## src/inc/sar_adc_pkg.sv

```systemverilog
// Constants shared by the successive-approximation converter sequencer.
package sar_adc_pkg;

  // Register byte offsets on the APB bus.
  localparam logic [7:0] OFS_CTRL0 = 8'h00;
  localparam logic [7:0] OFS_CTRL1 = 8'h04;
  localparam logic [7:0] OFS_RES_HIGH = 8'h08;
  localparam logic [7:0] OFS_RES_LOW = 8'h0c;
  localparam logic [7:0] OFS_RES_HIGH_ALT = 8'h10;
  localparam logic [7:0] OFS_RES_LOW_ALT = 8'h14;
  localparam logic [7:0] OFS_PFLAG1 = 8'h18;
  localparam logic [7:0] OFS_PENABLE1 = 8'h1c;
  localparam logic [7:0] OFS_INTCTRL = 8'h20;

  // Field positions in converter_control_0.
  localparam int ENABLE_BIT = 0;
  localparam int GO_BIT = 1;
  localparam int CHSEL_LSB = 2;
  localparam int CHSEL_MSB = 6;
  // Field positions in converter_control_1.
  localparam int PREF_LSB = 0;
  localparam int PREF_MSB = 1;
  localparam int CLKSEL_LSB = 4;
  localparam int CLKSEL_MSB = 6;
  localparam int JUSTIFY_BIT = 7;
  // Field positions in the flag, enable and interrupt control registers.
  localparam int DONE_FLAG_BIT = 0;
  localparam int DONE_IE_BIT = 0;
  localparam int PERIPH_IE_BIT = 0;
  localparam int GLOBAL_IE_BIT = 1;

  // Reset values of the registers.
  localparam logic [7:0] RST_BYTE = 8'h00;
  localparam logic [9:0] RST_RESULT = 10'h000;

  // Conversion clock select codes; bit pattern x11 selects the RC oscillator.
  localparam logic [2:0] CLK_DIV2 = 3'h0;
  localparam logic [2:0] CLK_DIV4 = 3'h4;
  localparam logic [2:0] CLK_DIV8 = 3'h1;
  localparam logic [2:0] CLK_DIV16 = 3'h5;
  localparam logic [2:0] CLK_DIV32 = 3'h2;
  localparam logic [2:0] CLK_DIV64 = 3'h6;
  localparam logic [1:0] CLK_RC_LOW = 2'h3;

  // Half conversion-clock period in core clock cycles, per divided option.
  localparam logic [5:0] HALF_DIV2 = 6'h01;
  localparam logic [5:0] HALF_DIV4 = 6'h02;
  localparam logic [5:0] HALF_DIV8 = 6'h04;
  localparam logic [5:0] HALF_DIV16 = 6'h08;
  localparam logic [5:0] HALF_DIV32 = 6'h10;
  localparam logic [5:0] HALF_DIV64 = 6'h20;

  // Conversion length: 11.5 periods are 23 half periods; first decision after half 3.
  localparam logic [4:0] HALF_TOTAL = 5'h17;
  localparam logic [4:0] HALF_FIRST_BIT = 5'h03;
  localparam int RESULT_W = 10;
  // One instruction cycle of core clocks, the extra delay before an RC conversion.
  localparam logic [2:0] INSTR_CYCLES = 3'h4;

  // Positive reference select codes.
  localparam logic [1:0] PREF_SUPPLY = 2'h0;
  localparam logic [1:0] PREF_RESERVED = 2'h1;
  localparam logic [1:0] PREF_EXT_PIN = 2'h2;
  localparam logic [1:0] PREF_FIXED = 2'h3;

  // Channel select codes for internal sources; 8..19 and 0..4 are pins.
  localparam logic [4:0] CH_FIXED_REF = 5'h1f;
  localparam logic [4:0] CH_TEMP = 5'h1d;
  localparam logic [4:0] CH_NEG_REF = 5'h1b;
  localparam logic [4:0] CH_POS_REF = 5'h1a;
  localparam logic [4:0] CH_PIN_HI_MAX = 5'h13;
  localparam logic [4:0] CH_PIN_HI_MIN = 5'h08;
  localparam logic [4:0] CH_PIN_LO_MAX = 5'h04;

  // Sequencer states.
  typedef enum logic [1:0] {
    ST_IDLE = 2'b00,
    ST_RC_WAIT = 2'b01,
    ST_CONV = 2'b10
  } seq_state_e;

endpackage

```

## src/hw/sar_adc_sequencer.sv

```systemverilog
// Sequencer and register file of a 10-bit successive-approximation converter.
`timescale 1ns/1ps

module sar_adc_sequencer
  import sar_adc_pkg::*;
(
  // Clock and synchronous reset.
  input wire logic core_clk,
  input wire logic srst,
  // APB slave.
  input wire logic psel,
  input wire logic penable,
  input wire logic pwrite,
  input wire logic [7:0] paddr,
  input wire logic [31:0] pwdata,
  output logic [31:0] prdata,
  output logic pready,
  output logic pslverr,
  // Processor state and dedicated RC oscillator half-period tick.
  input wire logic sleep_active,
  input wire logic rc_half_tick,
  // Analog front end.
  input wire logic cmp_above,
  output logic [9:0] dac_code,
  output logic [4:0] mux_channel,
  output logic mux_connect,
  output logic [1:0] vref_pos_select,
  output logic hold_sample,
  output logic converter_powered,
  // Processor event outputs.
  output logic wake_pulse,
  output logic vector_pulse
);

  ////////////////////////////////////////////////////////////////////////////
  // Declarations.
  logic enable_reg;
  logic go_reg;
  logic [4:0] channel_reg;
  logic justify_reg;
  logic [2:0] clk_sel_reg;
  logic [1:0] pref_reg;
  logic [9:0] result_reg;
  logic done_flag_reg;
  logic done_ie_reg;
  logic periph_ie_reg;
  logic global_ie_reg;
  logic powered_reg;
  seq_state_e state_reg;
  logic [5:0] div_cnt_reg;
  logic [4:0] half_cnt_reg;
  logic [2:0] wait_cnt_reg;
  logic [3:0] bit_ptr_reg;
  logic [9:0] sar_reg;
  logic [9:0] decided_reg;
  logic last_bit_reg;
  logic [9:0] filled;
  logic [5:0] half_len;
  logic is_rc;
  logic half_tick;
  logic wr_en;
  logic rd_en;
  logic setup_phase;
  logic hit_ctrl0;
  logic start_req;
  logic sw_abort;
  logic sleep_abort;
  logic finish;
  logic load_result;
  logic decide;
  logic [31:0] rd_value;
  logic rd_mapped;

  ////////////////////////////////////////////////////////////////////////////
  // APB decode. Each access takes one wait-free cycle after setup.
  assign setup_phase = psel && !penable;
  assign wr_en = psel && penable && pready && pwrite;
  assign rd_en = psel && penable && pready && !pwrite;
  assign hit_ctrl0 = wr_en && (paddr == OFS_CTRL0);

  // Ready rises for exactly the access cycle of each transfer.
  always_ff @(posedge core_clk) begin
    if (srst) begin
      pready <= 1'b0;
    end else begin
      pready <= setup_phase && !pready;
    end
  end

  // Read mux; both result aliases decode to the same storage.
  always_comb begin
    rd_value = 32'h0000_0000;
    rd_mapped = 1'b1;
    case (paddr)
      OFS_CTRL0: rd_value = {25'h0, channel_reg, go_reg, enable_reg};
      OFS_CTRL1: rd_value = {24'h0, justify_reg, clk_sel_reg, 2'h0, pref_reg};
      OFS_RES_HIGH, OFS_RES_HIGH_ALT: begin
        rd_value = justify_reg ? {30'h0, result_reg[9:8]} : {24'h0, result_reg[9:2]};
      end
      OFS_RES_LOW, OFS_RES_LOW_ALT: begin
        rd_value = justify_reg ? {24'h0, result_reg[7:0]} : {24'h0, result_reg[1:0], 6'h00};
      end
      OFS_PFLAG1: rd_value = {31'h0, done_flag_reg};
      OFS_PENABLE1: rd_value = {31'h0, done_ie_reg};
      OFS_INTCTRL: rd_value = {30'h0, global_ie_reg, periph_ie_reg};
      default: rd_mapped = 1'b0;
    endcase
  end

  // Read data and error answer are captured at setup, valid during access.
  always_ff @(posedge core_clk) begin
    if (srst) begin
      prdata <= 32'h0000_0000;
      pslverr <= 1'b0;
    end else if (setup_phase && !pready) begin
      prdata <= pwrite ? 32'h0000_0000 : rd_value;
      pslverr <= !rd_mapped;
    end else begin
      pslverr <= 1'b0;
    end
  end

  ////////////////////////////////////////////////////////////////////////////
  // Start, abort and completion decisions.
  assign is_rc = (clk_sel_reg[1:0] == CLK_RC_LOW);
  // A write that also turns the converter off never starts one.
  assign start_req = hit_ctrl0 && pwdata[GO_BIT] && pwdata[ENABLE_BIT] && enable_reg
    && (state_reg == ST_IDLE);
  assign sw_abort = hit_ctrl0 && (state_reg != ST_IDLE) && (!pwdata[GO_BIT] || !pwdata[ENABLE_BIT]);
  assign sleep_abort = sleep_active && !is_rc && (state_reg != ST_IDLE);
  assign finish = (state_reg == ST_CONV) && half_tick && (half_cnt_reg == HALF_TOTAL - 5'h01);
  assign load_result = finish || sw_abort || sleep_abort;
  assign decide = (state_reg == ST_CONV) && half_tick && half_cnt_reg[0]
    && (half_cnt_reg >= HALF_FIRST_BIT) && (bit_ptr_reg < 4'(RESULT_W));

  // Control register 0 fields. Go clears on completion or any abort.
  always_ff @(posedge core_clk) begin
    if (srst) begin
      enable_reg <= 1'b0;
      go_reg <= 1'b0;
      channel_reg <= RST_BYTE[4:0];
    end else begin
      if (hit_ctrl0) begin
        enable_reg <= pwdata[ENABLE_BIT];
        channel_reg <= pwdata[CHSEL_MSB:CHSEL_LSB];
      end
      if (load_result) begin
        go_reg <= 1'b0;
      end else if (start_req) begin
        go_reg <= 1'b1;
      end
    end
  end

  // Control register 1 fields and the interrupt enables.
  always_ff @(posedge core_clk) begin
    if (srst) begin
      justify_reg <= 1'b0;
      clk_sel_reg <= RST_BYTE[2:0];
      pref_reg <= RST_BYTE[1:0];
      done_ie_reg <= 1'b0;
      periph_ie_reg <= 1'b0;
      global_ie_reg <= 1'b0;
    end else if (wr_en) begin
      if (paddr == OFS_CTRL1) begin
        justify_reg <= pwdata[JUSTIFY_BIT];
        clk_sel_reg <= pwdata[CLKSEL_MSB:CLKSEL_LSB];
        pref_reg <= pwdata[PREF_MSB:PREF_LSB];
      end
      if (paddr == OFS_PENABLE1) begin
        done_ie_reg <= pwdata[DONE_IE_BIT];
      end
      if (paddr == OFS_INTCTRL) begin
        periph_ie_reg <= pwdata[PERIPH_IE_BIT];
        global_ie_reg <= pwdata[GLOBAL_IE_BIT];
      end
    end
  end

  // Done flag: hardware only sets it, and a set beats a software clear.
  always_ff @(posedge core_clk) begin
    if (srst) begin
      done_flag_reg <= 1'b0;
    end else if (finish) begin
      done_flag_reg <= 1'b1;
    end else if (wr_en && paddr == OFS_PFLAG1) begin
      done_flag_reg <= pwdata[DONE_FLAG_BIT];
    end
  end

  ////////////////////////////////////////////////////////////////////////////
  // Half-period tick: a divider on the core clock, or the RC oscillator tick.
  always_comb begin
    case (clk_sel_reg)
      CLK_DIV2: half_len = HALF_DIV2;
      CLK_DIV4: half_len = HALF_DIV4;
      CLK_DIV8: half_len = HALF_DIV8;
      CLK_DIV16: half_len = HALF_DIV16;
      CLK_DIV32: half_len = HALF_DIV32;
      CLK_DIV64: half_len = HALF_DIV64;
      default: half_len = HALF_DIV2;
    endcase
  end

  assign half_tick = is_rc ? rc_half_tick : (div_cnt_reg == half_len - 6'h01);

  // Divider restarts with every conversion so the first half is full length.
  always_ff @(posedge core_clk) begin
    if (srst || state_reg != ST_CONV || half_tick) begin
      div_cnt_reg <= 6'h00;
    end else begin
      div_cnt_reg <= div_cnt_reg + 6'h01;
    end
  end

  ////////////////////////////////////////////////////////////////////////////
  // Sequencer state and counters.
  always_ff @(posedge core_clk) begin
    if (srst) begin
      state_reg <= ST_IDLE;
      half_cnt_reg <= 5'h00;
      wait_cnt_reg <= 3'h0;
    end else if (load_result) begin
      state_reg <= ST_IDLE;
    end else begin
      case (state_reg)
        ST_IDLE: begin
          half_cnt_reg <= 5'h00;
          wait_cnt_reg <= INSTR_CYCLES - 3'h1;
          if (start_req) begin
            state_reg <= is_rc ? ST_RC_WAIT : ST_CONV;
          end
        end
        ST_RC_WAIT: begin
          wait_cnt_reg <= wait_cnt_reg - 3'h1;
          if (wait_cnt_reg == 3'h0) begin
            state_reg <= ST_CONV;
          end
        end
        ST_CONV: begin
          if (half_tick) begin
            half_cnt_reg <= half_cnt_reg + 5'h01;
          end
        end
        default: state_reg <= ST_IDLE;
      endcase
    end
  end

  // Successive approximation: keep the trial bit if the input is above it.
  always_ff @(posedge core_clk) begin
    if (srst || state_reg == ST_IDLE) begin
      sar_reg <= 10'h200;
      decided_reg <= 10'h000;
      bit_ptr_reg <= 4'(RESULT_W - 1);
      last_bit_reg <= 1'b0;
    end else if (decide) begin
      sar_reg[bit_ptr_reg] <= cmp_above;
      if (bit_ptr_reg != 4'h0) begin
        sar_reg[bit_ptr_reg - 4'h1] <= 1'b1;
      end
      decided_reg[bit_ptr_reg] <= 1'b1;
      last_bit_reg <= cmp_above;
      bit_ptr_reg <= bit_ptr_reg - 4'h1;
    end
  end

  // Undecided bits repeat the last decided one, for a partial result.
  genvar gi;
  generate
    for (gi = 0; gi < RESULT_W; gi++) begin : g_fill
      assign filled[gi] = decided_reg[gi] ? sar_reg[gi] : last_bit_reg;
    end
  endgenerate

  // Result storage; hardware loads win over software writes to either alias.
  always_ff @(posedge core_clk) begin
    if (srst) begin
      result_reg <= RST_RESULT;
    end else if (load_result) begin
      result_reg <= filled;
    end else if (wr_en && (paddr == OFS_RES_HIGH || paddr == OFS_RES_HIGH_ALT)) begin
      if (justify_reg) begin
        result_reg[9:8] <= pwdata[1:0];
      end else begin
        result_reg[9:2] <= pwdata[7:0];
      end
    end else if (wr_en && (paddr == OFS_RES_LOW || paddr == OFS_RES_LOW_ALT)) begin
      if (justify_reg) begin
        result_reg[7:0] <= pwdata[7:0];
      end else begin
        result_reg[1:0] <= pwdata[7:6];
      end
    end
  end

  ////////////////////////////////////////////////////////////////////////////
  // Power state: sleep may turn the converter off while enable stays set.
  always_ff @(posedge core_clk) begin
    if (srst || !sleep_active) begin
      powered_reg <= 1'b1;
    end else if (!is_rc) begin
      powered_reg <= 1'b0;
    end else if (finish && !done_ie_reg) begin
      powered_reg <= 1'b0;
    end
  end

  // Analog controls and event pulses, all registered.
  always_ff @(posedge core_clk) begin
    if (srst) begin
      dac_code <= 10'h000;
      mux_channel <= 5'h00;
      mux_connect <= 1'b0;
      vref_pos_select <= PREF_SUPPLY;
      hold_sample <= 1'b0;
      converter_powered <= 1'b0;
      wake_pulse <= 1'b0;
      vector_pulse <= 1'b0;
    end else begin
      dac_code <= sar_reg;
      mux_channel <= channel_reg;
      mux_connect <= enable_reg && powered_reg;
      vref_pos_select <= pref_reg;
      hold_sample <= (state_reg == ST_CONV);
      converter_powered <= enable_reg && powered_reg;
      wake_pulse <= finish && sleep_active && done_ie_reg;
      vector_pulse <= finish && sleep_active && done_ie_reg && global_ie_reg
        && periph_ie_reg;
    end
  end
endmodule // sar_adc_sequencer

```

## config.mk

```make
export PLATFORM = sky130hd
export DESIGN_NAME = sar_adc_sequencer
export DESIGN_NICKNAME = d
export VERILOG_FILES = /design/src/inc/sar_adc_pkg.sv /design/src/hw/sar_adc_sequencer.sv
export SDC_FILE = /design/constraint.sdc
export NUM_CORES = 1
export LEC_CHECK = 0
export ABC_AREA = 1
export BUFFER_PORTS_ARGS = -buffer_cell sky130_fd_sc_hd__buf_2
export CAP_MARGIN = 10
export CELL_PAD_IN_SITES_DETAIL_PLACEMENT = 1
export CELL_PAD_IN_SITES_GLOBAL_PLACEMENT = 1
export CORE_ASPECT_RATIO = 0.6
export CORE_MARGIN = 5
export CORE_UTILIZATION = 36
export DETAILED_ROUTE_END_ITERATION = 8
export GPL_ROUTABILITY_DRIVEN = 0
export MAX_ROUTING_LAYER = met4
export PLACE_DENSITY = 0.78
export SLEW_MARGIN = 10
export SYNTH_ARGS = -nofsm -noshare
export SYNTH_HDL_FRONTEND = slang
export SYNTH_SLANG_ARGS = --single-unit
```

## constraint.sdc

```tcl
create_clock -name core_clk -period 2.2 [get_ports core_clk]
set_clock_uncertainty 0.2 [all_clocks]
set_input_delay 0.44 -clock core_clk [delete_from_list [all_inputs] [get_ports core_clk]]
set_output_delay 0.44 -clock core_clk [all_outputs]
set_load 0.005 [all_outputs]
```

==> flow_summary.ini, run 1 <==
[finish]
drive_gt1_share_pct = 26.7
final_nets = 915
n_antenna_cell = 0
final_common_cell = nand2_1
final_cell_mix = 134 x nand2_1, 99 x inv_1, 98 x dfxtp_1
fin_area_um2 = 6810
final_cell_count_no_fill = 1056
area_growth_pct = 29.5
fin_util_pct = 47.2

[drt]
drt-total-wl_um = 17200
num_vias = 5254
avgViaCountPerCell = 4.98
wire_per_inst_um = 16.3
drc = 0
ant_nets = 0
drt_first_iter_violations = 318
first_pass_iters = 7

[logic_synthesis]
ys_seq_area_share_pct = 38.1
netlist_area_um2 = 5260
yosysUniqueCellTypes = 45
ys_warn_count = 0
synthCells = 749
avgSynthCellArea_um2 = 7.02
synth_seq_cells = 100

[worst_setup_path]
crit_chain = inv_4, ha_4, buf_4, nand4_1, nand2_1, nor2_2, nand3_4, nand2_4, nand3_4, buf_8, buf_12, nand4_1, nand2_1, a21oi_2
cp_num_buf_inv = 4
start_kind = register
worstPathArrival_ns = 2.52
max_stage_delay_ns = 0.35
crit_family = simple AND/OR/NAND/NOR gates
worstSetupPathType = reg2reg
cp_max_fo = 6
endpoint_kind = register
cp.required_ns = 2.30
cp_slowest_cell = dfxtp_2

[global_routing]
grt_pass1_wl_um = 26500
grt_max_degree = 19
track_usage_pct = 19.4
antenna_found_initial = 0
overflow = 0
grt_pass1_vias = 5038

[power_and_ir_drop]
pwr-share-seq_pct = 50.9
vdd_drop_max_mv = 0.295
p_leak_nw = 3.05
power_frac_comb_pct = 4.3
swShare_pct = 24.6
p_clk_share_pct = 44.8
internal_power_w = 0.00269
power.total_w = 0.00356
p_per_area_nw_per_um2 = 523
p_switching_w = 0.000878

[floorplanning]
fp.coreArea_um2 = 14400
die_x_um = 166
die-area_um2 = 17200
die_y_um = 104
pin_count = 104
rows = 34
start_util_pct = 36.5

[cts]
cts_max_level = 3
clock_path_buffers = 2
clk_pin_slew_worst_paths_ns = 0.08
clock_latency_ns = 0.35
clock-root-buffer = clkbuf_16
cts.sinks = 100
cts_buffers = 9
cts_hold_buf = 0
cts_tree = built

[job]
maxCapViolations = 0

[place]
hpwl_um = 12400
dp_cells = 1029
dpl_cell_area_um2 = 5960
io_buffer_count = 55

[sta]
slew_violations = 0
rsz0062_at_grt = yes
slew_headroom_pct = 62.7
fin_crit_ns = 2.43
finalSetupViolCount = 50
worst_slack_ns = -0.227
worstMarginPinSlew_ns = 0.555
hold_viol = 0
fin_crit_sh_pct = 110
fmax_ghz = 0.412
holdWs_ns = 0.170

[hold_path]
min_path_type = in2reg

[outcome]
status = finished with violations
violations = negative setup slack
worst min-delay path, cell delays in order:
cell and delay, ns:
buf_2 0.09, nor2_1 0.05, nand2_1 0.06, a21oi_1 0.05
cells in the mapped netlist (all sizes together):
cell type,n,area [um2]
inv,108,405
xor2,4,35.0
o21ai,57,289
nand4,12,75.1
and2,1,6.26
nor2,94,384
or2,1,6.26
o221ai,9,78.8
nand3,45,260
nand2,160,623
nand3b,2,15.0
xnor2,3,26.3
clkinv,3,12.5
clkbuf,11,41.3
nor4,1,6.26
a211oi,7,52.6
mux2i,1,10.0
a31oi,2,12.5
a21oi,54,285
o22ai,1,20.0
conb,1,3.75
a22oi,2,15.0
buf,35,275
o211ai,8,65.1
nor3,7,35.0
nor3b,2,15.0
ha,14,175
dfxtp,100,2000
and3,2,12.5
o21a,2,15.0
per-layer routing:
metal / GRT usage (%) / routed length, um / share of wire, %
met1: 28.2 / 8280 / 48
met4: 3.53 / 129 / 0.75
met3: 5.52 / 1420 / 8.3
met5: - / 0 / 0
met2: 26.9 / 7390 / 43
power groups by stage:
| stage | combinational (W) | sequential, W | clock (W) |
|---|---|---|---|
| 3_5_place_dp | 0.000145 | 0.00186 | 0 |
| 6_report | 0.000153 | 0.00181 | 0.00160 |
| 2_1_floorplan | 0.000108 | 0.00186 | 0 |
| 4_1_cts | 0.000146 | 0.00182 | 0.00163 |
| 3_3_place_gp | 0.000142 | 0.00186 | 0 |
| 5_1_grt | 0.000168 | 0.00182 | 0.00169 |
final timing paths:
kind	from	to	slack (ns)	cells past startpoint
setup reg to reg	clk_sel_reg[0]$_SDFFE_PP0P_	result_reg[0]$_SDFFE_PP0P_	-0.23	14
setup / recovery	clk_sel_reg[0]$_SDFFE_PP0P_	result_reg[0]$_SDFFE_PP0P_	-0.23	14
hold / removal	pwrite	prdata[1]$_SDFFE_PP0P_	0.17	4
hold reg to reg	powered_reg$_SDFFE_PP1P_	converter_powered$_SDFF_PP0_	0.24	2
final cells by class:
| class | instances | area [um2] |
|---|---|---|
| fill | 1822 | 7610 |
| multi-input combinational | 517 | 2960 |
| sequential | 100 | 2010 |
| timing repair buffer | 112 | 825 |
| inverter | 111 | 442 |
| tap | 198 | 248 |
| clock buffer | 10 | 239 |
| clock inverter | 6 | 55.1 |
| timing repair inverter | 2 | 32.5 |
per-stage QoR:
stage          setup WS (ns)  setup TNS, ns
6_report              -0.227          -4.78
5_1_grt               -0.319         -10.20
4_1_cts               -0.115          -2.82
3_5_place_dp          -0.203          -6.67
3_3_place_gp          -0.145          -3.53
2_1_floorplan         0.0250              0
what timing repair did:
action / CTS / global route
setup buffers: 3 / 2
endpoints found under the setup margin: 50 / 50
pin swaps: 13 / 29
gates cloned: 3 / 3
resized for setup: 72 / 58
cells by family after synthesis:
group           after synthesis  share of synthesized area [%]
compound gates              142                           15.8
xor+xnor                      7                           1.17
fa+ha+maj                    14                           3.33
buf+inv                     157                           14.0
flops                       100                           38.1
mux                           1                          0.190
other cells                   1                         0.0713
simple gates                327                           27.4
No activity file was read; power rests on OpenSTA's default activity.
==> inputs of run 2 (changes only) <==
--- a/config.mk
+++ b/config.mk
@@ -12,11 +12,12 @@
 export CELL_PAD_IN_SITES_GLOBAL_PLACEMENT = 1
 export CORE_ASPECT_RATIO = 0.6
 export CORE_MARGIN = 5
-export CORE_UTILIZATION = 36
+export CORE_UTILIZATION = 37
+export CTS_BUF_LIST = sky130_fd_sc_hd__clkbuf_4
 export DETAILED_ROUTE_END_ITERATION = 8
 export GPL_ROUTABILITY_DRIVEN = 0
 export MAX_ROUTING_LAYER = met4
-export PLACE_DENSITY = 0.78
+export PLACE_DENSITY_LB_ADDON = 0.1
 export SLEW_MARGIN = 10
 export SYNTH_ARGS = -nofsm -noshare
 export SYNTH_HDL_FRONTEND = slang
==> run 2 against run 1 <==
Against the previous run:
- critical endpoint is now wait_cnt_reg[1]$_SDFFE_PP0P_
- die area down 2.5%
- maximum frequency grew 3.6%
- largest power group unchanged
- setup slack improved by 0.084 ns
- total power is 16% lower
- critical path depth increased by 3
- first-iteration DRC count fell by 24%
- utilization grew 0.64 points
- global-route usage is 1.6 points higher
- sequential power is essentially flat
- combinational power barely moved
- the flow still finishes with violations (negative setup slack)
- via count is 0.30% higher
==> flow_summary.ini, run 2 (synthesis results as in run 1) <==
[worst_setup_path]
start_kind = register
worstSetupPathType = reg2reg
crit_chain = buf_6, ha_4, inv_2, nand2_1, nand2_1, nand2_1, nand2_1, nand2_1, nor2_2, nand3_4, nand2_4, nand3_4, buf_6, nand3_4, inv_4, o21ai_2, nor2_1
max_stage_delay_ns = 0.39
cp.required_ns = 2.41
cp_slowest_cell = dfxtp_4
worstPathArrival_ns = 2.55
cp_max_fo = 7
crit_family = simple AND/OR/NAND/NOR gates
cp_num_buf_inv = 4
endpoint_kind = register
crit_top_cell = nand2_1

[power_and_ir_drop]
p_per_area_nw_per_um2 = 451
vdd_drop_max_mv = 0.214
power.total_w = 0.00298
p_leak_nw = 2.92

[cts]
clock_latency_ns = 0.51
cts_max_level = 3
clock-root-buffer = clkbuf_4
clk_pin_slew_worst_paths_ns = 0.18
cts.sinks = 100
clock_path_buffers = 2
cts_buffers = 9
cts_tree = built

[sta]
fin_crit_sh_pct = 107
fin_crit_ns = 2.34
worst_slack_ns = -0.144
fmax_ghz = 0.427
hold_viol = 0
rsz0062_at_grt = yes
slew_violations = 0
finalSetupViolCount = 49

[job]
maxCapViolations = 0

[floorplanning]
die_x_um = 164
die-area_um2 = 16800
pin_count = 104
rows = 33
die_y_um = 102
fp.coreArea_um2 = 13800
start_util_pct = 38.1

[drt]
first_pass_iters = 5
drt-total-wl_um = 17500
drc = 0
avgViaCountPerCell = 5.02
wire_per_inst_um = 16.7
num_vias = 5270
ant_nets = 0
drt_first_iter_violations = 243

[global_routing]
grt_pass1_wl_um = 26900
antenna_found_initial = 0
grt_max_degree = 27
overflow = 0
grt_pass1_vias = 5340
track_usage_pct = 21.0

[place]
dpl_cell_area_um2 = 5930
place_ws_ns = -0.252
hpwl_um = 13100
io_buffer_count = 55

[finish]
final_cell_mix = 142 x nand2_1, 98 x dfxtp_1, 97 x inv_1
drive_gt1_share_pct = 25.7
fin_util_pct = 47.9
area_growth_pct = 25.5
final_common_cell = nand2_1
final_nets = 914
fin_area_um2 = 6600
n_antenna_cell = 0

[hold_path]
min_path_type = in2reg

[outcome]
violations = negative setup slack
status = finished with violations
[run 2: worst min-delay path: stages]
cell and delay, ns:
buf_2 0.14, nand3_1 0.09, a21oi_1 0.06
[run 2: layout make-up]
type	count	area [um2]
Fill cell	1770	7190
Multi-Input combinational cell	517	2970
Sequential cell	100	2010
Timing Repair Buffer	111	788
Inverter	111	444
Tap cell	192	240
Clock inverter	7	70.1
Clock buffer	9	67.6
Timing Repair inverter	2	17.5
[run 2: final timing paths]
kind                          startpoint                            to  slack (ns)  cells after the start
min                            pwdata[0]      done_ie_reg$_SDFFE_PP0P_        0.04                      3
min reg2reg     powered_reg$_SDFFE_PP1P_  converter_powered$_SDFF_PP0_        0.24                      2
max reg2reg  clk_sel_reg[1]$_SDFFE_PP0P_  wait_cnt_reg[1]$_SDFFE_PP0P_       -0.14                     17
max          clk_sel_reg[1]$_SDFFE_PP0P_  wait_cnt_reg[1]$_SDFFE_PP0P_       -0.14                     17
[run 2: timing repair]
item,in CTS,in global routing
pin swaps,16,24
hold buffers,1,0
setup endpoints to repair,50,50
setup buffers,3,2
resized for setup,71,46
endpoints found under the hold margin,1,0
cloned,4,3
[run 2: report_power, final]
group / internal (W) / switching (W) / total (W)
clock: 0.000261 / 0.000743 / 0.00100
combinational: 0.0000524 / 0.000101 / 0.000153
sequential: 0.00182 / 0.00000285 / 0.00182
total: 0.00213 / 0.000846 / 0.00298
[run 2: through the flow]
stage               cells  hold slack [ns]  setup TNS [ns]
CTS                  1044           0.0308           -3.65
global placement     1020            0.225           -4.52
detailed placement   1020            0.222           -8.97
floorplan             772            0.210               0
finish               1049           0.0363           -4.03
global route         1049           0.0138          -11.84
[run 2: per-layer routing]
metal  up-vias  wire length (um)  global-route usage (%)
li1       2583                 -                       -
met1      2550              8830                    28.3
met2       122              7630                    33.1
met3        15               862                    3.91
met4         0               182                    4.64
met5         -                 0                       -
